<file path="config.mk">
export PLATFORM = sky130hd
export DESIGN_NAME = isw_slave_port
export DESIGN_NICKNAME = d
export VERILOG_FILES = /design/src/include/isw_pkg.sv /design/src/verilog/isw_glitch_filter.sv /design/src/verilog/isw_slave_port.sv
export SDC_FILE = /design/constraint.sdc
export NUM_CORES = 1
export LEC_CHECK = 0
export BUFFER_PORTS_ARGS = -buffer_cell sky130_fd_sc_hd__buf_2
export CAP_MARGIN = 0
export CORE_ASPECT_RATIO = 2
export CORE_MARGIN = 2
export CORE_UTILIZATION = 28
export DETAILED_ROUTE_END_ITERATION = 8
export REMOVE_ABC_BUFFERS = 1
export SETUP_SLACK_MARGIN = 0.3
export SLEW_MARGIN = 20
export SYNTH_ARGS = -nofsm -noshare
export SYNTH_HDL_FRONTEND = slang
export SYNTH_SLANG_ARGS = --single-unit
</file>
<file path="constraint.sdc">
create_clock -name clk_in -period 3.15 [get_ports clk_in]
set_clock_uncertainty 0.15 [all_clocks]
set_input_delay 0.4725 -clock clk_in [delete_from_list [all_inputs] [get_ports clk_in]]
set_output_delay 0.4725 -clock clk_in [all_outputs]
set_load 0.03 [all_outputs]
</file>
<file path="src/include/isw_pkg.sv">
// Constants and types for the two-wire switch control slave port.
// ============================================================
// Behaviour
// - One data bit moves per serial clock pulse.
// - Data stable while clock high; changes then are control conditions.
// - Both lines sit high when idle; nobody pulls them low.
// - Data falling while clock high is START; address reception restarts.
// - Data rising while clock high is STOP; return to idle.
// - Bytes are eight bits, MSB first, then one acknowledge slot.
// - Any number of bytes accepted between START and STOP.
// - Addressed receiving device acknowledges address and every written byte.
// - Acknowledger drives low before clock rises, holds through high.
// - After read not-acknowledge the device releases data for STOP.
// - Write transaction: START, address with direction zero, data bytes.
// - Read transaction returns current control register as channel status.
// - Glitches of 50 ns or less on clock and data are ignored.
// - Data sampling or changing delayed at least 300 ns after clock falls.
// - Last address bit is direction: one read, zero write.
// - Of several written bytes only the last is kept.
// - New selection reaches channel enables only at the next STOP.
// - Reset pin or power-on clears register, channels and state machine; here only resetn_in clears them, with no power-on clear of its own.
package isw_pkg;

	// ============================================================
	// Timing
	localparam int CLK_PERIOD_NS = 40;
	localparam int SPIKE_NS      = 50;
	localparam int HOLD_NS       = 300;
	// Filter needs agreement over more than the spike width.
	localparam int FLT_CYCLES    = (SPIKE_NS + CLK_PERIOD_NS - 1) / CLK_PERIOD_NS + 1;
	localparam int HOLD_CYCLES   = (HOLD_NS + CLK_PERIOD_NS - 1) / CLK_PERIOD_NS;

	// ============================================================
	// Addressing and reset values
	localparam logic [3:0] ADDR_FIXED = 4'hE;
	localparam logic [7:0] CTRL_RESET = 8'h00;
	localparam int         BIT_LAST   = 7;

	// ============================================================
	// States
	typedef enum logic [5:0] {
		ST_IDLE  = 6'h01,
		ST_ADDR  = 6'h02,
		ST_WDATA = 6'h04,
		ST_RDATA = 6'h08,
		ST_ACK   = 6'h10,
		ST_MACK  = 6'h20
	} isw_state_t;

endpackage

</file>
<file path="src/verilog/isw_glitch_filter.sv">
// Synchroniser and spike filter for one serial input.
`timescale 1ns/1ps
module isw_glitch_filter
	import isw_pkg::*;
(
	// Clock and reset
	input  wire logic clk_in,
	input  wire logic resetn_in,
	// Line
	input  wire logic line_in,
	output logic      line_out
);
	logic       sync1_r;
	logic       sync2_r;
	logic [3:0] cnt_r;

	// ============================================================
	// Two-flop synchroniser, then a run-length filter.
	// The filter costs a few cycles of latency, far below bus bit times.
	always_ff @(posedge clk_in or negedge resetn_in)
	begin
		if (!resetn_in)
		begin
			sync1_r  <= 1'b1;
			sync2_r  <= 1'b1;
			cnt_r    <= 4'h0;
			line_out <= 1'b1;
		end
		else
		begin
			sync1_r <= line_in;
			sync2_r <= sync1_r;
			if (sync2_r == line_out)
				cnt_r <= 4'h0;
			else if (cnt_r == 4'(FLT_CYCLES - 1))
			begin
				cnt_r    <= 4'h0;
				line_out <= sync2_r;
			end
			else
				cnt_r <= cnt_r + 4'h1;
		end
	end
endmodule

</file>
<file path="src/verilog/isw_slave_port.sv">
// Two-wire slave port holding the channel-select control byte.
`timescale 1ns/1ps
module isw_slave_port
	import isw_pkg::*;
(
	// Clock and reset
	input  wire logic       clk_in,
	input  wire logic       resetn_in,
	// Serial bus
	input  wire logic       scl_in,
	input  wire logic       sda_in,
	output logic            sda_out,
	output logic            sda_oe_out,
	// Address select pins
	input  wire logic       addr_sel_0_in,
	input  wire logic       addr_sel_1_in,
	input  wire logic       addr_sel_2_in,
	// Channel enables
	output logic [7:0]      chan_en_out
);
	logic       scl_f;
	logic       sda_f;
	logic       scl_d_r;
	logic       sda_d_r;
	logic [2:0] asel_s1_r;
	logic [2:0] asel_s2_r;
	isw_state_t state_r;
	logic [2:0] bitcnt_r;
	logic [7:0] shift_r;
	logic [7:0] ctrl_r;
	logic       pend_r;
	logic       rd_r;
	logic       drive_r;
	logic [3:0] hold_r;
	logic       ack_low_r;

	isw_glitch_filter u_flt_scl (
		.clk_in    (clk_in),
		.resetn_in (resetn_in),
		.line_in   (scl_in),
		.line_out  (scl_f)
	);
	isw_glitch_filter u_flt_sda (
		.clk_in    (clk_in),
		.resetn_in (resetn_in),
		.line_in   (sda_in),
		.line_out  (sda_f)
	);

	// ============================================================
	// Condition and edge decode
	wire scl_rise  = scl_f & ~scl_d_r;
	wire scl_fall  = ~scl_f & scl_d_r;
	wire start_det = scl_f & scl_d_r & sda_d_r & ~sda_f;
	wire stop_det  = scl_f & scl_d_r & ~sda_d_r & sda_f;
	wire [7:0] rx_byte = {shift_r[6:0], sda_f};
	wire addr_hit  = (rx_byte[7:4] == ADDR_FIXED) &&
		(rx_byte[3:1] == asel_s2_r);
	wire hold_done = (hold_r == 4'h0);
	wire byte_end  = (bitcnt_r == 3'(BIT_LAST));
	// Outgoing read bit, driven one hold period after clock falls, so the previous bit keeps its hold time.
	wire out_bit   = shift_r[7];

	assign sda_out    = 1'b0;
	assign sda_oe_out = drive_r;

	// ============================================================
	// Input registers
	always_ff @(posedge clk_in or negedge resetn_in)
	begin
		if (!resetn_in)
		begin
			scl_d_r   <= 1'b1;
			sda_d_r   <= 1'b1;
			asel_s1_r <= 3'h0;
			asel_s2_r <= 3'h0;
		end
		else
		begin
			scl_d_r   <= scl_f;
			sda_d_r   <= sda_f;
			asel_s1_r <= {addr_sel_2_in, addr_sel_1_in, addr_sel_0_in};
			asel_s2_r <= asel_s1_r;
		end
	end

	// ============================================================
	// Hold timer after each clock fall.
	always_ff @(posedge clk_in or negedge resetn_in)
	begin
		if (!resetn_in)
			hold_r <= 4'h0;
		else if (scl_fall)
			hold_r <= 4'(HOLD_CYCLES);
		else if (!hold_done)
			hold_r <= hold_r - 4'h1;
	end

	// ============================================================
	// Protocol engine
	always_ff @(posedge clk_in or negedge resetn_in)
	begin
		if (!resetn_in)
		begin
			state_r     <= ST_IDLE;
			bitcnt_r    <= 3'h0;
			shift_r     <= 8'h00;
			ctrl_r      <= CTRL_RESET;
			pend_r      <= 1'b0;
			rd_r        <= 1'b0;
			drive_r     <= 1'b0;
			ack_low_r   <= 1'b0;
			chan_en_out <= CTRL_RESET;
		end
		else if (stop_det)
		begin
			state_r <= ST_IDLE;
			drive_r <= 1'b0;
			if (pend_r)
				chan_en_out <= ctrl_r;
			pend_r  <= 1'b0;
		end
		else if (start_det)
		begin
			state_r  <= ST_ADDR;
			bitcnt_r <= 3'h0;
			drive_r  <= 1'b0;
		end
		else
		begin
			case (state_r)
			ST_ADDR, ST_WDATA:
			begin
				// An acknowledge pull-down is let go only once the hold time has run out.
				if (hold_done && !scl_f && !scl_d_r)
					drive_r <= 1'b0;
				if (scl_rise)
				begin
					shift_r  <= rx_byte;
					bitcnt_r <= bitcnt_r + 3'h1;
					if (byte_end)
					begin
						if (state_r == ST_ADDR)
						begin
							if (addr_hit)
							begin
								rd_r    <= rx_byte[0];
								state_r <= ST_ACK;
							end
							else
								state_r <= ST_IDLE;
						end
						else
						begin
							ctrl_r  <= rx_byte;
							pend_r  <= 1'b1;
							state_r <= ST_ACK;
						end
					end
				end
			end
			ST_ACK:
			begin
				// Pull low after the hold time past the fall that ends bit eight.
				if (!scl_f && hold_done && !ack_low_r && !scl_d_r)
				begin
					drive_r   <= 1'b1;
					ack_low_r <= 1'b1;
				end
				else if (ack_low_r && scl_fall)
				begin
					// Still pulling here; dropping it on the fall would break the hold time.
					ack_low_r <= 1'b0;
					bitcnt_r  <= 3'h0;
					if (rd_r)
					begin
						shift_r <= ctrl_r;
						state_r <= ST_RDATA;
					end
					else
						state_r <= ST_WDATA;
				end
			end
			ST_RDATA:
			begin
				if (!scl_f && hold_done && !scl_d_r)
					drive_r <= ~out_bit;
				if (scl_fall)
				begin
					shift_r  <= {shift_r[6:0], 1'b0};
					bitcnt_r <= bitcnt_r + 3'h1;
					if (byte_end)
						state_r <= ST_MACK;
				end
			end
			ST_MACK:
			begin
				if (hold_done)
					drive_r <= 1'b0;
				if (scl_rise)
				begin
					if (sda_f)
						state_r <= ST_IDLE;
					else
					begin
						shift_r  <= ctrl_r;
						bitcnt_r <= 3'h0;
					end
				end
				else if (scl_fall && !sda_f)
					state_r <= ST_RDATA;
			end
			default:
			begin
				drive_r <= 1'b0;
			end
			endcase
		end
	end
endmodule

</file>
# [Word level (Yosys, flattened, before mapping)]
# Index checks and enable logic that the tools add are counted.
[classes] n_reduce_logical=31 n_bitwise=17 add_sub_neg=4 n_eq_ne=40 n_mux=52
[ops] cell="2-to-1 mux 6 bit" count=12
[ops] cell="2-to-1 mux 8 bit" count=7
[ops] cell="!= test 4 bit, second input constant" count=10
[ops] cell="one-hot mux 8 bit (4 select lines)" count=1
[ops] cell="2-to-1 mux 4 bit" count=7
[ops] cell="one-hot mux 6 bit (4 select lines)" count=1
[ops] cell="2-to-1 mux 3 bit" count=7
[ops] cell="!= test 2 bit, second input constant" count=9
[ops] cell="!= test 3 bit, second input constant" count=6
[ops] cell="2-to-1 mux 1 bit" count=14
[ops] cell="one-hot mux 3 bit (4 select lines)" count=1
[ops] cell="inverter 1 bit" count=10
[ops] cell="AND reduction 10 bit" count=1
[ops] cell="AND reduction 9 bit" count=1
[ops] cell="adder 4 x 1 -> 4 bit, second input constant" count=2
[ops] cell="== test 4 x 2 -> 1 bit, second input constant" count=2
[ops] cell="AND reduction 4 bit" count=2
[ops] cell="AND reduction 8 bit" count=1
[ops] cell="nonzero test 2 bit" count=4
[ops] cell="bitwise AND 1 bit" count=7
[ops] cell="logical AND 1 bit" count=7
[ops] cell="AND reduction 7 bit" count=1
[ops] cell="== test 6 x 2 -> 1 bit, second input constant" count=1
[ops] cell="== test 6 x 3 -> 1 bit, second input constant" count=1
[ops] cell="other kinds (23)" count=29
[word_totals] ff_bits=63 out_inout_bits=10 in_bits=7 word_cells=166

# [Logic depth before layout (Yosys ltp)]
# Gate-level depths: netlist of the first run.
[depth] ltp_word=9 ltp_mapped=7 ltp_nobuf=6

# [Cells and area by module]
# Synthesis of the first run repeated with hierarchy kept, for this count alone.
[unflattened] hier_cells=260 area_unflattened_um2=3020.4
[by_module_without_submodules] mod="isw_slave_port" seq_area_each_um2=1229.9 cells_per_inst=216 area_per_inst_um2=2446.1 instances=1
[by_module_without_submodules] mod="isw_glitch_filter (u_flt_sda)" seq_area_each_um2=178.9 cells_per_inst=22 area_per_inst_um2=287.8 instances=1
[by_module_without_submodules] mod="isw_glitch_filter (u_flt_scl)" seq_area_each_um2=178.9 cells_per_inst=22 area_per_inst_um2=286.5 instances=1

# [Worst setup path after synthesis of the first run]
# Ideal clock, no wire load.
[synth_timing] path_type="reg-to-reg" startpoint="register state_r[2]" endpoint="register state_r[0]" path_stages_with_launch=7 arrival_ps=2050 setup_slack_ps=865 path_buffers=1 setup_ps=85 synth_period_minus_slack_ps=2285 t_required_ps=2915 cell_sequence="dfrtp_1 -> or4_1 -> clkbuf_2 -> a21o_1 -> and2_1 -> a311oi_2 -> mux2_1"
[synth_via] elab_chain_cells=7 elab_cells_between_ends=22 classes_between="13 x eq/ne; 6 x mux; 3 x reduce/logical"
[synth_rtl] item="start: declaration" line_no="isw_slave_port.sv:27" rtl="isw_state_t state_r;"
[synth_rtl] item="start signal: assignment" line_no="isw_slave_port.sv:105" rtl="state_r <= ST_IDLE;"
[synth_rtl] item="start signal: assignment" line_no="isw_slave_port.sv:117" rtl="state_r <= ST_IDLE;"
[synth_rtl] item="start signal: assignment" line_no="isw_slave_port.sv:125" rtl="state_r <= ST_ADDR;"
[synth_rtl] item="== test 6 x 2 -> 1 bit" line_no="isw_slave_port.sv:131, isw_slave_port.sv:143"
[synth_rtl] item="2-to-1 mux 6 bit" line_no="isw_slave_port.sv:143" rtl="if (state_r == ST_ADDR)"
[synth_rtl] item="2-to-1 mux 6 bit" line_no="isw_slave_port.sv:141" rtl="if (byte_end)"
[synth_rtl] item="2-to-1 mux 6 bit" line_no="isw_slave_port.sv:137" rtl="if (scl_rise)"
[synth_rtl] item="one-hot mux 6 bit (4 select lines)" line_no="isw_slave_port.sv:131" rtl="case (state_r)"
[synth_rtl] item="2-to-1 mux 6 bit" line_no="isw_slave_port.sv:123" rtl="else if (start_det)"
[synth_rtl] item="2-to-1 mux 6 bit" line_no="isw_slave_port.sv:115" rtl="else if (stop_det)"
# Several ways; a longest one is shown, not always the timed one. The select of a mux whose other input is x is not followed.
# A chain may end at the register's enable or synchronous reset.

# [Final worst setup path of the first run]
[layout_timing] startpoint="register state_r[3]" endpoint="register shift_r[5]"
[layout_via] elab_chain_cells=4 elab_cells_between_ends=16 classes_between="12 x eq/ne; 1 x mux; 3 x reduce/logical"
[layout_rtl] item="== test 6 x 2 -> 1 bit or == test 6 x 3 -> 1 bit (tied branches)" line_no="isw_slave_port.sv:131"
[layout_rtl] item="OR reduction 2 bit" line_no="isw_slave_port.sv:131"
[layout_rtl] item="nonzero test 4 bit (no source line) or != test 2 bit (tied branches)"
[layout_rtl] item="AND reduction 10 bit (no source line)"
[layout_rtl] item="end signal: assignment" line_no="isw_slave_port.sv:139" rtl="shift_r <= rx_byte;"
[layout_rtl] item="end signal: assignment" line_no="isw_slave_port.sv:177" rtl="shift_r <= ctrl_r;"
[layout_rtl] item="end signal: assignment" line_no="isw_slave_port.sv:190" rtl="shift_r <= {shift_r[6:0], 1'b0};"
[layout_rtl] item="end: declaration" line_no="isw_slave_port.sv:29" rtl="logic [7:0] shift_r;"
# Several ways; a longest one is shown, not always the timed one.

==> results of run 1 <==
[worst min path at each step]
stage,from,endpoint,cells after the start
6_report,resetn_in,chan_en_out[6]$_DFFE_PN0P_,1
3_5_place_dp,asel_s1_r[0]$_DFF_PN0_,asel_s2_r[0]$_DFF_PN0_,0
2_1_floorplan,resetn_in,ack_low_r$_DFFE_PN0P_,0
4_1_cts,resetn_in,chan_en_out[7]$_DFFE_PN0P_,1
3_3_place_gp,asel_s1_r[2]$_DFF_PN0_,asel_s2_r[2]$_DFF_PN0_,0
5_1_grt,sda_in,u_flt_sda.sync1_r$_DFF_PN1_,1
[metal layers]
metal	part of all wire [%]	vias to the layer above
met4	7.4	0
met5	0	-
li1	-	1002
met3	3.3	31
met2	54	55
met1	36	1027
[cell usage in the layout (no fill, tap or decap), types with 3 or more instances in the layout]
cell type	instances
dfrtp_1	54
nand2_1	41
mux2_2	26
nor2_1	22
buf_2	15
nand3_1	11
inv_1	10
clkbuf_16	9
dfstp_2	9
nand2b_1	8
nor3_1	8
o21ai_0	7
ha_1	7
xor2_1	6
xnor2_1	6
mux2i_1	6
a21oi_1	5
buf_4	4
nor2b_1	3
nand4_1	3
or2_2	3
clkbuf_8	3
[state kept, by name (all words and copies together) (netlist names), 4 cells and up]
register,cells
hold_r,4
u_flt_sda.cnt_r,4
state_r,6
ctrl_r,8
chan_en_out,8
u_flt_scl.cnt_r,4
shift_r,8
[power groups by stage]
stage / combinational [mW] / clock, mW / sequential (mW)
final: 1.08 / 0.923 / 1.22
after global routing: 1.21 / 0.987 / 1.25
after CTS: 1.09 / 0.955 / 1.22
after detailed placement: 1.08 / 0 / 1.24
after global placement: 1.06 / 0 / 1.22
after floorplan: 0.829 / 0 / 1.18
[kinds of logic (layout without fill, tap and decap cells)]
kind of cell             Yosys count  after routing  share of synthesized area, %
other                              1              1                         0.125
flip-flops                        63             63                          52.9
buffers and inverters             21             45                          2.79
multiplexers                      33             33                          12.1
AND/OR/NAND/NOR                  109            109                          17.1
XOR/XNOR                          12             12                          3.50
adder cells (fa/ha/maj)            7              7                          2.92
AO/OA/AOI/OAI                     35             35                          8.62
[through the flow]
| stage | cell area, µm² | utilization (%) | worst slack [ps] | hold slack (ps) |
|---|---|---|---|---|
| 6_report | 3520 | 33.6 | 467 | 48.5 |
| 5_1_grt | 3520 | 33.6 | 331 | 82.3 |
| 4_1_cts | 3520 | 33.6 | 488 | 76.8 |
| 3_5_place_dp | 3230 | 30.9 | 486 | 187 |
| 3_3_place_gp | 3230 | 30.9 | 571 | 183 |
| 2_1_floorplan | 2960 | - | 743 | 26.9 |
[final cells by class]
| class | instances | area (µm²) | share of cell area (%) |
|---|---|---|---|
| clock inverter | 3 | 17.5 | 0.497 |
| tap | 137 | 171 | 4.87 |
| inverter | 10 | 37.5 | 1.07 |
| multi-input combinational | 197 | 1330 | 37.8 |
| timing repair buffer | 19 | 105 | 2.98 |
| clock buffer | 13 | 270 | 7.67 |
| sequential | 63 | 1590 | 45.1 |
==> metrics.md, run 1 <==
| Metric | Value |
|---|---|
| Antenna-violating nets left | 0 |
| Max Buffers Root-to-Sink | 2 |
| Slowest CP cell | or4_1 |
| Net Sw Frac | 36.0% |
| Top-count cell post-synth | dfrtp_1 |
| CTS Hold Buffers Added | 0 |
| Clk pin slew, worst setup/hold paths | 50 ps |
| Sequential Power Share | 37.9% |
| Io pins | 17 |
| Final wirelength | 6390 µm |
| Synth top area cells | dfrtp_1 (45%), mux2_2 (9.7%), dfstp_2 (7.9%), nand2_1 (5.1%), ha_1 (2.9%) |
| Power Density | 918 mW/mm² |
| Share of the synthesized area in the top cell type | 45.0% |
| Final setup viols | 0 |
| Post-Syn Area per Cell | 10.7 µm² |
| FP Rows | 53 |
| P_sw | 1.16 mW |
| RR Startpoint | state_r[3]$_DFFE_PN0P_ |
| CTS Sinks | 63 |
| Ys async rst share | 100% |
| Cells on worst reg2reg path | 5 |
| Commonest cells post-synth | dfrtp_1 (54), nand2_1 (41), mux2_2 (26) |
| Total Routing Usage GR | 11.9% |
| GR Util met2 | 21.4% |
| Syn-to-layout area delta | 17.2% |
| Ys Warns | 0 |
| Largest net degree at the start of global routing | 35 |
| Synth Instances | 281 |
| Period utilization | 85.2% |
| Relative slew slack | 51.7% |
| Clock root buffer | clkbuf_16 |
| Clk_lat worst skew | 330 ps |
| Max IR drop VDD | 480 µV |
| Setup crit start | state_r[3]$_DFFE_PN0P_ |
| Worst Path Required | 3210 ps |
| Final std cells w/o fill | 442 |
| Clock power share | 28.6% |
| GRT overflow | 0 |
| RePlAce Congestion | 0.918 |
| P_int | 2.07 mW |
| GRT busiest layer | met2 |
| Setup bufs post-CTS | 0 |
| DIE AREA | 0.0116 mm² |
| GR Util met3 | 2.70% |
| Critical Path, Cell by Cell | or4_1, a21o_1, a32oi_2, nand3_2, mux2_2 |
| Sum of negative setup slack | 0 ps |
| Nets | 314 |
| Worst setup path end | shift_r[5]$_DFFE_PN0P_ |
| Critical path buffers and inverters | 0 |
| Share of post-route cells with drive strength above 1 | 25.6% |
| Final Hold Fails | 0 |
| Final Max Tran Viols | 0 |
| Worst path arrival time | 2740 ps |
| Distinct cells, synth | 49 |
| Post-CTS Resized | 0 |
| Number of port buffers | 15 |
| Vias per inst | 4.79 |
| Status | complete, no violations |
| Dpl cells | 426 |
| First-pass GRT wire length | 10,400 µm |
| RSZ-0062 raised after global routing | no |
| Final-layout fill cell count | 1,112 |
| Crit-path max FO | 12 |
| Die height | 150 µm |
| Vias in the first global route | 2,215 |
| Crit start category | flip-flop |
| Routed via count | 2,115 |
| CTS tree | built |
| Syn Std Cell Area | 0.00300 mm² |
| DRT Pass-1 Iters | 7 |
| Ant diodes | 0 |
| R2r setup slk | 470 ps |
| R2r endpoint | shift_r[5]$_DFFE_PN0P_ |
| Area leader, netlist | dfrtp_1 |
| Seq/Total Area, Yosys | 52.9% |
| Critical path type | flip-flop to flip-flop |
| Max incr delay on CP | 660 ps |
| Initial antenna violation count | 0 |
| WP depth | 5 |
| DRC errors left | 0 |
| CTS Buf Count | 9 |
| Post-synth EDFFs | 0 |
| Max frequency | 373 MHz |
| PnR Total Power | 3.23 mW |
| GRT met1 Usage | 10.6% |
| Crit. End Element | flip-flop |
| Die W | 77.2 µm |
| Maxcap violations | 0 |
| Worst hold path type | primary input to async pin |
| CORE AREA | 0.0105 mm² |
| WL per Instance | 14.5 µm |
| FF+latch count, synth | 63 |
| Starting DRC count in detailed routing | 70 |
| CP top delay family | simple AND/OR/NAND/NOR gates |
| Main synth FF type | dfrtp_1 |
| H-tree depth | 3 |
| Comb power frac | 33.5% |
| Static Leakage | 1.67 nW |
| Post-layout min period | 2680 ps |
| Dpl hpwl | 4740 µm |
| Worst-Margin Slew | 725 ps |
| Starting Density | 28.7% |
Note: power is estimated with default switching activity, not from simulation.
==> inputs of run 2 (changes only) <==
Settings changed: BUFFER_PORTS_ARGS -buffer_cell sky130_fd_sc_hd__buf_2 to -buffer_cell sky130_fd_sc_hd__buf_4.
Clock period 3.15 ns to 3.13 ns, I/O delays scaled along.
==> run 2 against run 1 <==
  * First-iteration DRC count is 7.1% higher
  * Register-to-register slack improved by 40 ps
  * Die area unchanged
  * Clock power shrank 3.3%
==> metrics.md, run 2 (same netlist as run 1, synthesis figures left out) <==
| Metric | Value |
|---|---|
| R2r endpoint | shift_r[5]$_DFFE_PN0P_ |
| Cells on worst reg2reg path | 5 (unchanged) |
| Status | complete, no violations |
| Net Sw Frac | 36.6% (+0.60 points) |
| Routed via count | 2,117 (+0.095%) |
| Crit start category | flip-flop |
| Clk_lat worst skew | 330 ps (about the same) |
| Commonest non-fill, non-tap cell in the layout | dfrtp_1 |
| DRT Pass-1 Iters | 4 (-3) |
| Critical path type | flip-flop to flip-flop |
| DIE AREA | 0.0116 mm² (unchanged) |
| P_sw | 1.19 mW (+2.1%) |
| Vias per inst | 4.78 (-0.13%) |
| PnR Total Power | 3.25 mW (+0.42%) |
| Sequential Power Share | 37.8% (about the same) |
| Antenna-violating nets left | 0 (unchanged) |
| Final Hold Fails | 0 (unchanged) |
| Post-CTS Resized | 0 (unchanged) |
| Final setup viols | 0 (unchanged) |
| Maxcap violations | 0 (unchanged) |
| CORE AREA | 0.0105 mm² (unchanged) |
| DRC errors left | 0 (unchanged) |
| Relative slew slack | 46.3% (-5.4 points) |
| Setup bufs post-CTS | 0 (unchanged) |
| Die W | 77.2 µm (unchanged) |
| RSZ-0062 raised after global routing | no |
| Worst hold path type | primary input to async pin |
| Max frequency | 382 MHz (+2.4%) |
| Starting Density | 28.7% (unchanged) |
| Placed cell area | 0.00328 mm² (+1.4%) |
| Vias in the first global route | 2,192 (-1.0%) |
| Ant diodes | 0 (unchanged) |
| CTS Buf Count | 9 (unchanged) |
| CTS Sinks | 63 (unchanged) |
| H-tree depth | 3 (unchanged) |
| Largest net degree at the start of global routing | 64 (+83%) |
| Crit-path max FO | 12 (unchanged) |
| Max IR drop VDD | 510 µV (+6.2%) |
| Clock power share | 27.5% (-1.1 points) |
| Sequential cell area | 0.00159 mm² (unchanged) |
| Biggest regs | chan_en_out (8), ctrl_r (8), shift_r (8) |
| Total Routing Usage GR | 12.4% (+0.43 points) |
| Worst slack, placed | 488 ps (+2.23 ps) |
| Dpl cells | 427 (+0.23%) |
| CTS Hold Buffers Added | 0 (unchanged) |
| RR Startpoint | state_r[2]$_DFFE_PN0P_ |
| Worst-Margin Slew | 805 ps (+80.7 ps) |
| Final core utilization | 33.9% (+0.25 points) |
| RePlAce Congestion | 0.878 (-4.3%) |
| P_int | 2.06 mW (-0.52%) |
| Hold_ws | 62.6 ps (+14.2 ps) |
| Final worst slack | 510 ps (+42.7 ps) |
| Starting DRC count in detailed routing | 75 (+7.1%) |
| CTS tree | built |
| Share of post-route cells with drive strength above 1 | 25.5% (-0.084 points) |
| Crit. End Element | flip-flop |
| Power Density | 915 mW/mm² (-0.32%) |
| Worst path arrival time | 2680 ps (-60 ps) |
| Static Leakage | 1.67 nW (about the same) |
| Final Max Tran Viols | 0 (unchanged) |
| Final wirelength | 6450 µm (+0.97%) |
| Period utilization | 83.7% (-1.5 points) |
| Comb power frac | 34.7% (+1.2 points) |
| Area of the multi-input gates | 0.00133 mm² (unchanged) |
| GRT overflow | 0 (unchanged) |
| Commonest cells after routing, fill and taps aside | dfrtp_1 (54), nand2_1 (41), mux2_2 (26) |
| Post-layout min period | 2620 ps (-62.7 ps) |
| R2r setup slk | 510 ps (+40 ps) |
| Die height | 150 µm (unchanged) |
| Dpl hpwl | 4670 µm (-1.4%) |
| Final-layout fill cell count | 1,117 (+0.45%) |
| Max Buffers Root-to-Sink | 2 (unchanged) |
| Syn-to-layout area delta | 18.1% |
| First-pass GRT wire length | 10,800 µm (+3.6%) |
| Number of port buffers | 15 (unchanged) |
| Sum of negative setup slack | 0 ps (unchanged) |
| Final std cells w/o fill | 443 (+0.23%) |
| Worst Path Required | 3190 ps (-20 ps) |
| Clock root buffer | clkbuf_16 |
| Io pins | 17 (unchanged) |
| FP Rows | 53 (unchanged) |
| Nets | 315 (+0.32%) |
| Final Cell Area | 0.00355 mm² (+0.75%) |
| Clk pin slew, worst setup/hold paths | 50 ps (about the same) |
| Initial antenna violation count | 0 (unchanged) |
| WL per Instance | 14.6 µm (+0.74%) |
-- run 2: cell count changes in the layout (fill, tap and decap cells not counted) --
cell	before	now
clkinv_2	2	3
clkbuf_1	1	2
buf_4	4	20
buf_2	15	0
clkbuf_8	3	1
-- run 2: area by class of cell --
type	instances	share of cell area (%)
sequential	63	44.7
tap	137	4.83
multi-input combinational	197	37.6
clock inverter	4	0.635
inverter	10	1.06
clock buffer	12	6.95
timing repair buffer	20	4.23
-- run 2: power groups by stage --
stage	combinational, mW	clock, mW	sequential [mW]
floorplan	0.835	0	1.19
global route	1.27	0.952	1.26
CTS	1.13	0.918	1.23
detailed placement	1.12	0	1.24
global placement	1.10	0	1.23
finish	1.13	0.893	1.23
-- run 2: routing by layer --
layer | share of wire (%) | vias to the layer above | track usage (%)
li1 | - | 1006 | -
met1 | 35 | 1042 | 11.6
met2 | 55 | 48 | 22.0
met3 | 3.4 | 21 | 2.94
met4 | 5.9 | 0 | 10.6
met5 | 0 | - | 0
-- run 2: worst max-delay path, cell delays in order (launching register included) --
cell and delay (ps):
dfrtp_1 430, or4_1 660, a21o_1 350, a32oi_2 320, nand3_2 240, mux2_2 340
-- run 2: worst max path at each step --
stage	startpoint	cells after the start	to	slack [ps]
after floorplan	state_r[3]$_DFFE_PN0P_	5	state_r[0]$_DFFE_PN1P_	720
after global placement	state_r[2]$_DFFE_PN0P_	5	state_r[0]$_DFFE_PN1P_	580
after detailed placement	state_r[2]$_DFFE_PN0P_	5	shift_r[5]$_DFFE_PN0P_	490
after CTS	state_r[2]$_DFFE_PN0P_	5	shift_r[5]$_DFFE_PN0P_	500
after global routing	state_r[2]$_DFFE_PN0P_	5	shift_r[5]$_DFFE_PN0P_	360
final	state_r[2]$_DFFE_PN0P_	5	shift_r[5]$_DFFE_PN0P_	510
==> inputs of run 3 (changes only) <==
Settings changed: ABC_AREA set to 1.
Clock period 3.13 ns to 2.5 ns, I/O delays scaled along.
==> run 3 against run 2 <==
  * The run now ends with negative hold slack left
  * Non-clock buffer count rose by 1
  * Worst setup slack improved by 15 ps
  * Flip-flop and latch count did not move
  * Clock-buffer cell count down 3
  * Synthesized cell count rose by 29%
  * Via count grew 16%
  * Global-route usage up 0.37 points
  * Die area is 5.9% higher
  * Cell area increased by 7.9%
  * Sequential share of layout area down 3.3 points
  * Largest cell class unchanged
==> metrics.md, run 3 <==
| Metric | Value |
|---|---|
| Status | complete, but fails checks |
| Failing checks | negative hold slack |
| Post-synth EDFFs | 0 (unchanged) |
| Vias per inst | 4.55 (-4.7%) |
| First-pass GRT wire length | 12,000 µm (+11%) |
| Power Density | 1150 mW/mm² (+26%) |
| H-tree depth | 3 (unchanged) |
| Die W | 79.5 µm (+2.9%) |
| Ys Warns | 0 (unchanged) |
| Period utilization | 79.0% (-4.7 points) |
| Max frequency | 506 MHz (+33%) |
| Starting DRC count in detailed routing | 135 (+80%) |
| Sum of negative setup slack | 0 ps (unchanged) |
| Largest net degree at the start of global routing | 64 (unchanged) |
| Share of post-route cells with drive strength above 1 | 21.0% (-4.5 points) |
| RSZ-0062 raised after global routing | no |
| Max Buffers Root-to-Sink | 2 (unchanged) |
| Commonest non-fill, non-tap cell in the layout | nand2_1 |
| Crit start category | flip-flop |
| Final core utilization | 34.1% (+0.27 points) |
| FF+latch count, synth | 63 (unchanged) |
| Number of port buffers | 15 (unchanged) |
| Die height | 155 µm (+3.0%) |
| Share of the synthesized area in the top cell type | 42.4% (-2.6 points) |
| Worst setup path end | ctrl_r[2]$_DFFE_PN0P_ |
| Post-CTS Resized | 0 (unchanged) |
| Distinct cells, synth | 36 (-27%) |
| Critical Path, Cell by Cell | inv_2, nor2_2, inv_2, nor2_2, nand4_2, o21ai_1 |
| Starting Density | 28.4% (-0.24 points) |
| Total Routing Usage GR | 12.7% (+0.37 points) |
| Final setup viols | 0 (unchanged) |
| Setup bufs post-CTS | 0 (unchanged) |
| DRC errors left | 0 (unchanged) |
| CTS tree | built |
| Commonest cells after routing, fill and taps aside | nand2_1 (94), dfrtp_1 (54), inv_1 (38) |
| Final wirelength | 6990 µm (+8.4%) |
| Placed cell area | 0.00346 mm² (+5.5%) |
| Clk_lat worst skew | 330 ps (about the same) |
| RePlAce Congestion | 0.903 (+2.9%) |
| Area leader, netlist | dfrtp_1 |
| CORE AREA | 0.0112 mm² (+7.1%) |
| Post-Syn Area per Cell | 8.79 µm² (-18%) |
| WL per Instance | 13.0 µm (-11%) |
| Nets | 405 (+29%) |
| Post-layout min period | 1980 ps (-645 ps) |
| Main synth FF type | dfrtp_1 |
| CTS Sinks | 63 (unchanged) |
| DIE AREA | 0.0123 mm² (+5.9%) |
| DRT Pass-1 Iters | 5 (+1) |
| Setup crit start | u_flt_scl.line_out$_DFFE_PN1P_ |
| RR Startpoint | u_flt_scl.line_out$_DFFE_PN1P_ |
| Ant diodes | 0 (unchanged) |
| Worst path arrival time | 2070 ps (-610 ps) |
| CTS Buf Count | 9 (unchanged) |
| Io pins | 17 (unchanged) |
| Final Hold Fails | 8 (+8) |
| Seq/Total Area, Yosys | 49.8% (-3.1 points) |
| Biggest regs | chan_en_out (8), ctrl_r (8), shift_r (8) |
| Initial antenna violation count | 0 (unchanged) |
| FP Rows | 55 (+3.8%) |
| Crit. End Element | flip-flop |
| Synth Instances | 363 (+29%) |
| Maxcap violations | 0 (unchanged) |
| Final Max Tran Viols | 0 (unchanged) |
| Top-count cell post-synth | nand2_1 |
| Ys async rst share | 100% (unchanged) |
| PnR Total Power | 4.42 mW (+36%) |
| Syn Std Cell Area | 0.00319 mm² (+6.2%) |
| Dpl hpwl | 5040 µm (+8.0%) |
| Routed via count | 2,449 (+16%) |
| R2r endpoint | ctrl_r[2]$_DFFE_PN0P_ |
| Cells on worst reg2reg path | 6 (+1) |
| R2r setup slk | 520 ps (+20 ps) |
| Hold_ws | -40.0 ps (-103 ps) |
| Worst Path Required | 2590 ps (-600 ps) |
| Slowest CP cell | dfstp_2 |
| Worst-Margin Slew | 802 ps (-3.84 ps) |
| Relative slew slack | 46.6% (+0.26 points) |
| Clock root buffer | clkbuf_16 |
| Vias in the first global route | 2,519 (+15%) |
| Static Leakage | 1.90 nW (+14%) |
| Final Cell Area | 0.00383 mm² (+7.9%) |
| Commonest cells post-synth | nand2_1 (94), dfrtp_1 (54), inv_1 (38) |
| Critical path type | flip-flop to flip-flop |
| Worst hold path type | primary input to async pin |
| Max incr delay on CP | 570 ps (-90 ps) |
| Antenna-violating nets left | 0 (unchanged) |
| Max IR drop VDD | 490 µV (-4.0%) |
| Syn-to-layout area delta | 20.0% |
| GRT overflow | 0 (unchanged) |
| Final-layout fill cell count | 1,134 (+1.5%) |
| Synth top area cells | dfrtp_1 (42%), nand2_1 (11%), dfstp_2 (7.4%), nand3_1 (4.7%), inv_1 (4.5%) |
| Clk pin slew, worst setup/hold paths | 60 ps (about the same) |
| Crit-path max FO | 17 (+5) |
[run 3: cell count changes after synthesis, sizes merged, moves of 8 or more]
cell    previous run  this run
nand2             41       104
inv               10        45
nand3             12        37
nor2              22        46
o21ai              7        28
mux2              27         8
clkbuf             9         0
nand2b             8         0
[run 3: power by group]
part	total [mW]	switching [mW]	internal [mW]
combinational	1.63	1.10	0.525
clock	1.35	0.472	0.873
sequential	1.44	0.182	1.26
total	4.42	1.76	2.66
[run 3: layout make-up]
cell class / instances / area [µm²] / share of cell area (%)
sequential: 63 / 1590 / 41.5
multi-input combinational: 251 / 1400 / 36.5
clock buffer: 9 / 225 / 5.88
tap: 142 / 178 / 4.64
inverter: 45 / 176 / 4.61
timing repair buffer: 21 / 170 / 4.44
clock inverter: 7 / 95.1 / 2.48
[run 3: worst max-delay path: cells and delay by family (launching register included)]
kind	cells	cell delay, ps
AND/OR/NAND/NOR	3	710
AO/OA/AOI/OAI	1	290
flip-flops	1	570
buffers and inverters	2	170
[run 3: through the flow]
stage | instances | setup WS (ps)
after detailed placement | 517 | 514
after floorplan | 359 | 806
after global routing | 538 | 329
final | 538 | 525
after global placement | 517 | 591
after CTS | 538 | 492
[run 3: cell families (layout without fill, tap and decap cells)]
logic type,count (synthesis),in the layout,synth area share [%]
AO/OA/AOI/OAI,33,33,5.69
XOR/XNOR,4,4,1.10
adder cells (fa/ha/maj),7,7,2.75
buffers and inverters,49,82,6.43
flip-flops,63,63,49.8
multiplexers,8,8,2.82
other,1,1,0.118
AND/OR/NAND/NOR,198,198,31.3
[run 3: what timing repair did]
action / CTS / global route
hold buffers: 5 / 0
setup endpoints to repair: 0 / 0
hold endpoints to repair: 5 / 0
[run 3: worst min-delay path by stage]
| stage | from | to | cells after the start |
|---|---|---|---|
| floorplan | resetn_in | ack_low_r$_DFFE_PN0P_ | 0 |
| global placement | asel_s1_r[1]$_DFF_PN0_ | asel_s2_r[1]$_DFF_PN0_ | 0 |
| detailed placement | asel_s1_r[2]$_DFF_PN0_ | asel_s2_r[2]$_DFF_PN0_ | 0 |
| CTS | resetn_in | state_r[4]$_DFFE_PN0P_ | 1 |
| global route | resetn_in | state_r[1]$_DFFE_PN0P_ | 1 |
| finish | resetn_in | state_r[1]$_DFFE_PN0P_ | 1 |
[run 3: routing by layer]
| metal | part of all wire [%] | GRT usage, % |
|---|---|---|
| met1 | 38 | 13.6 |
| met3 | 3.2 | 2.15 |
| met5 | 0 | 0 |
| met2 | 53 | 21.9 |
| met4 | 5.3 | 9.28 |
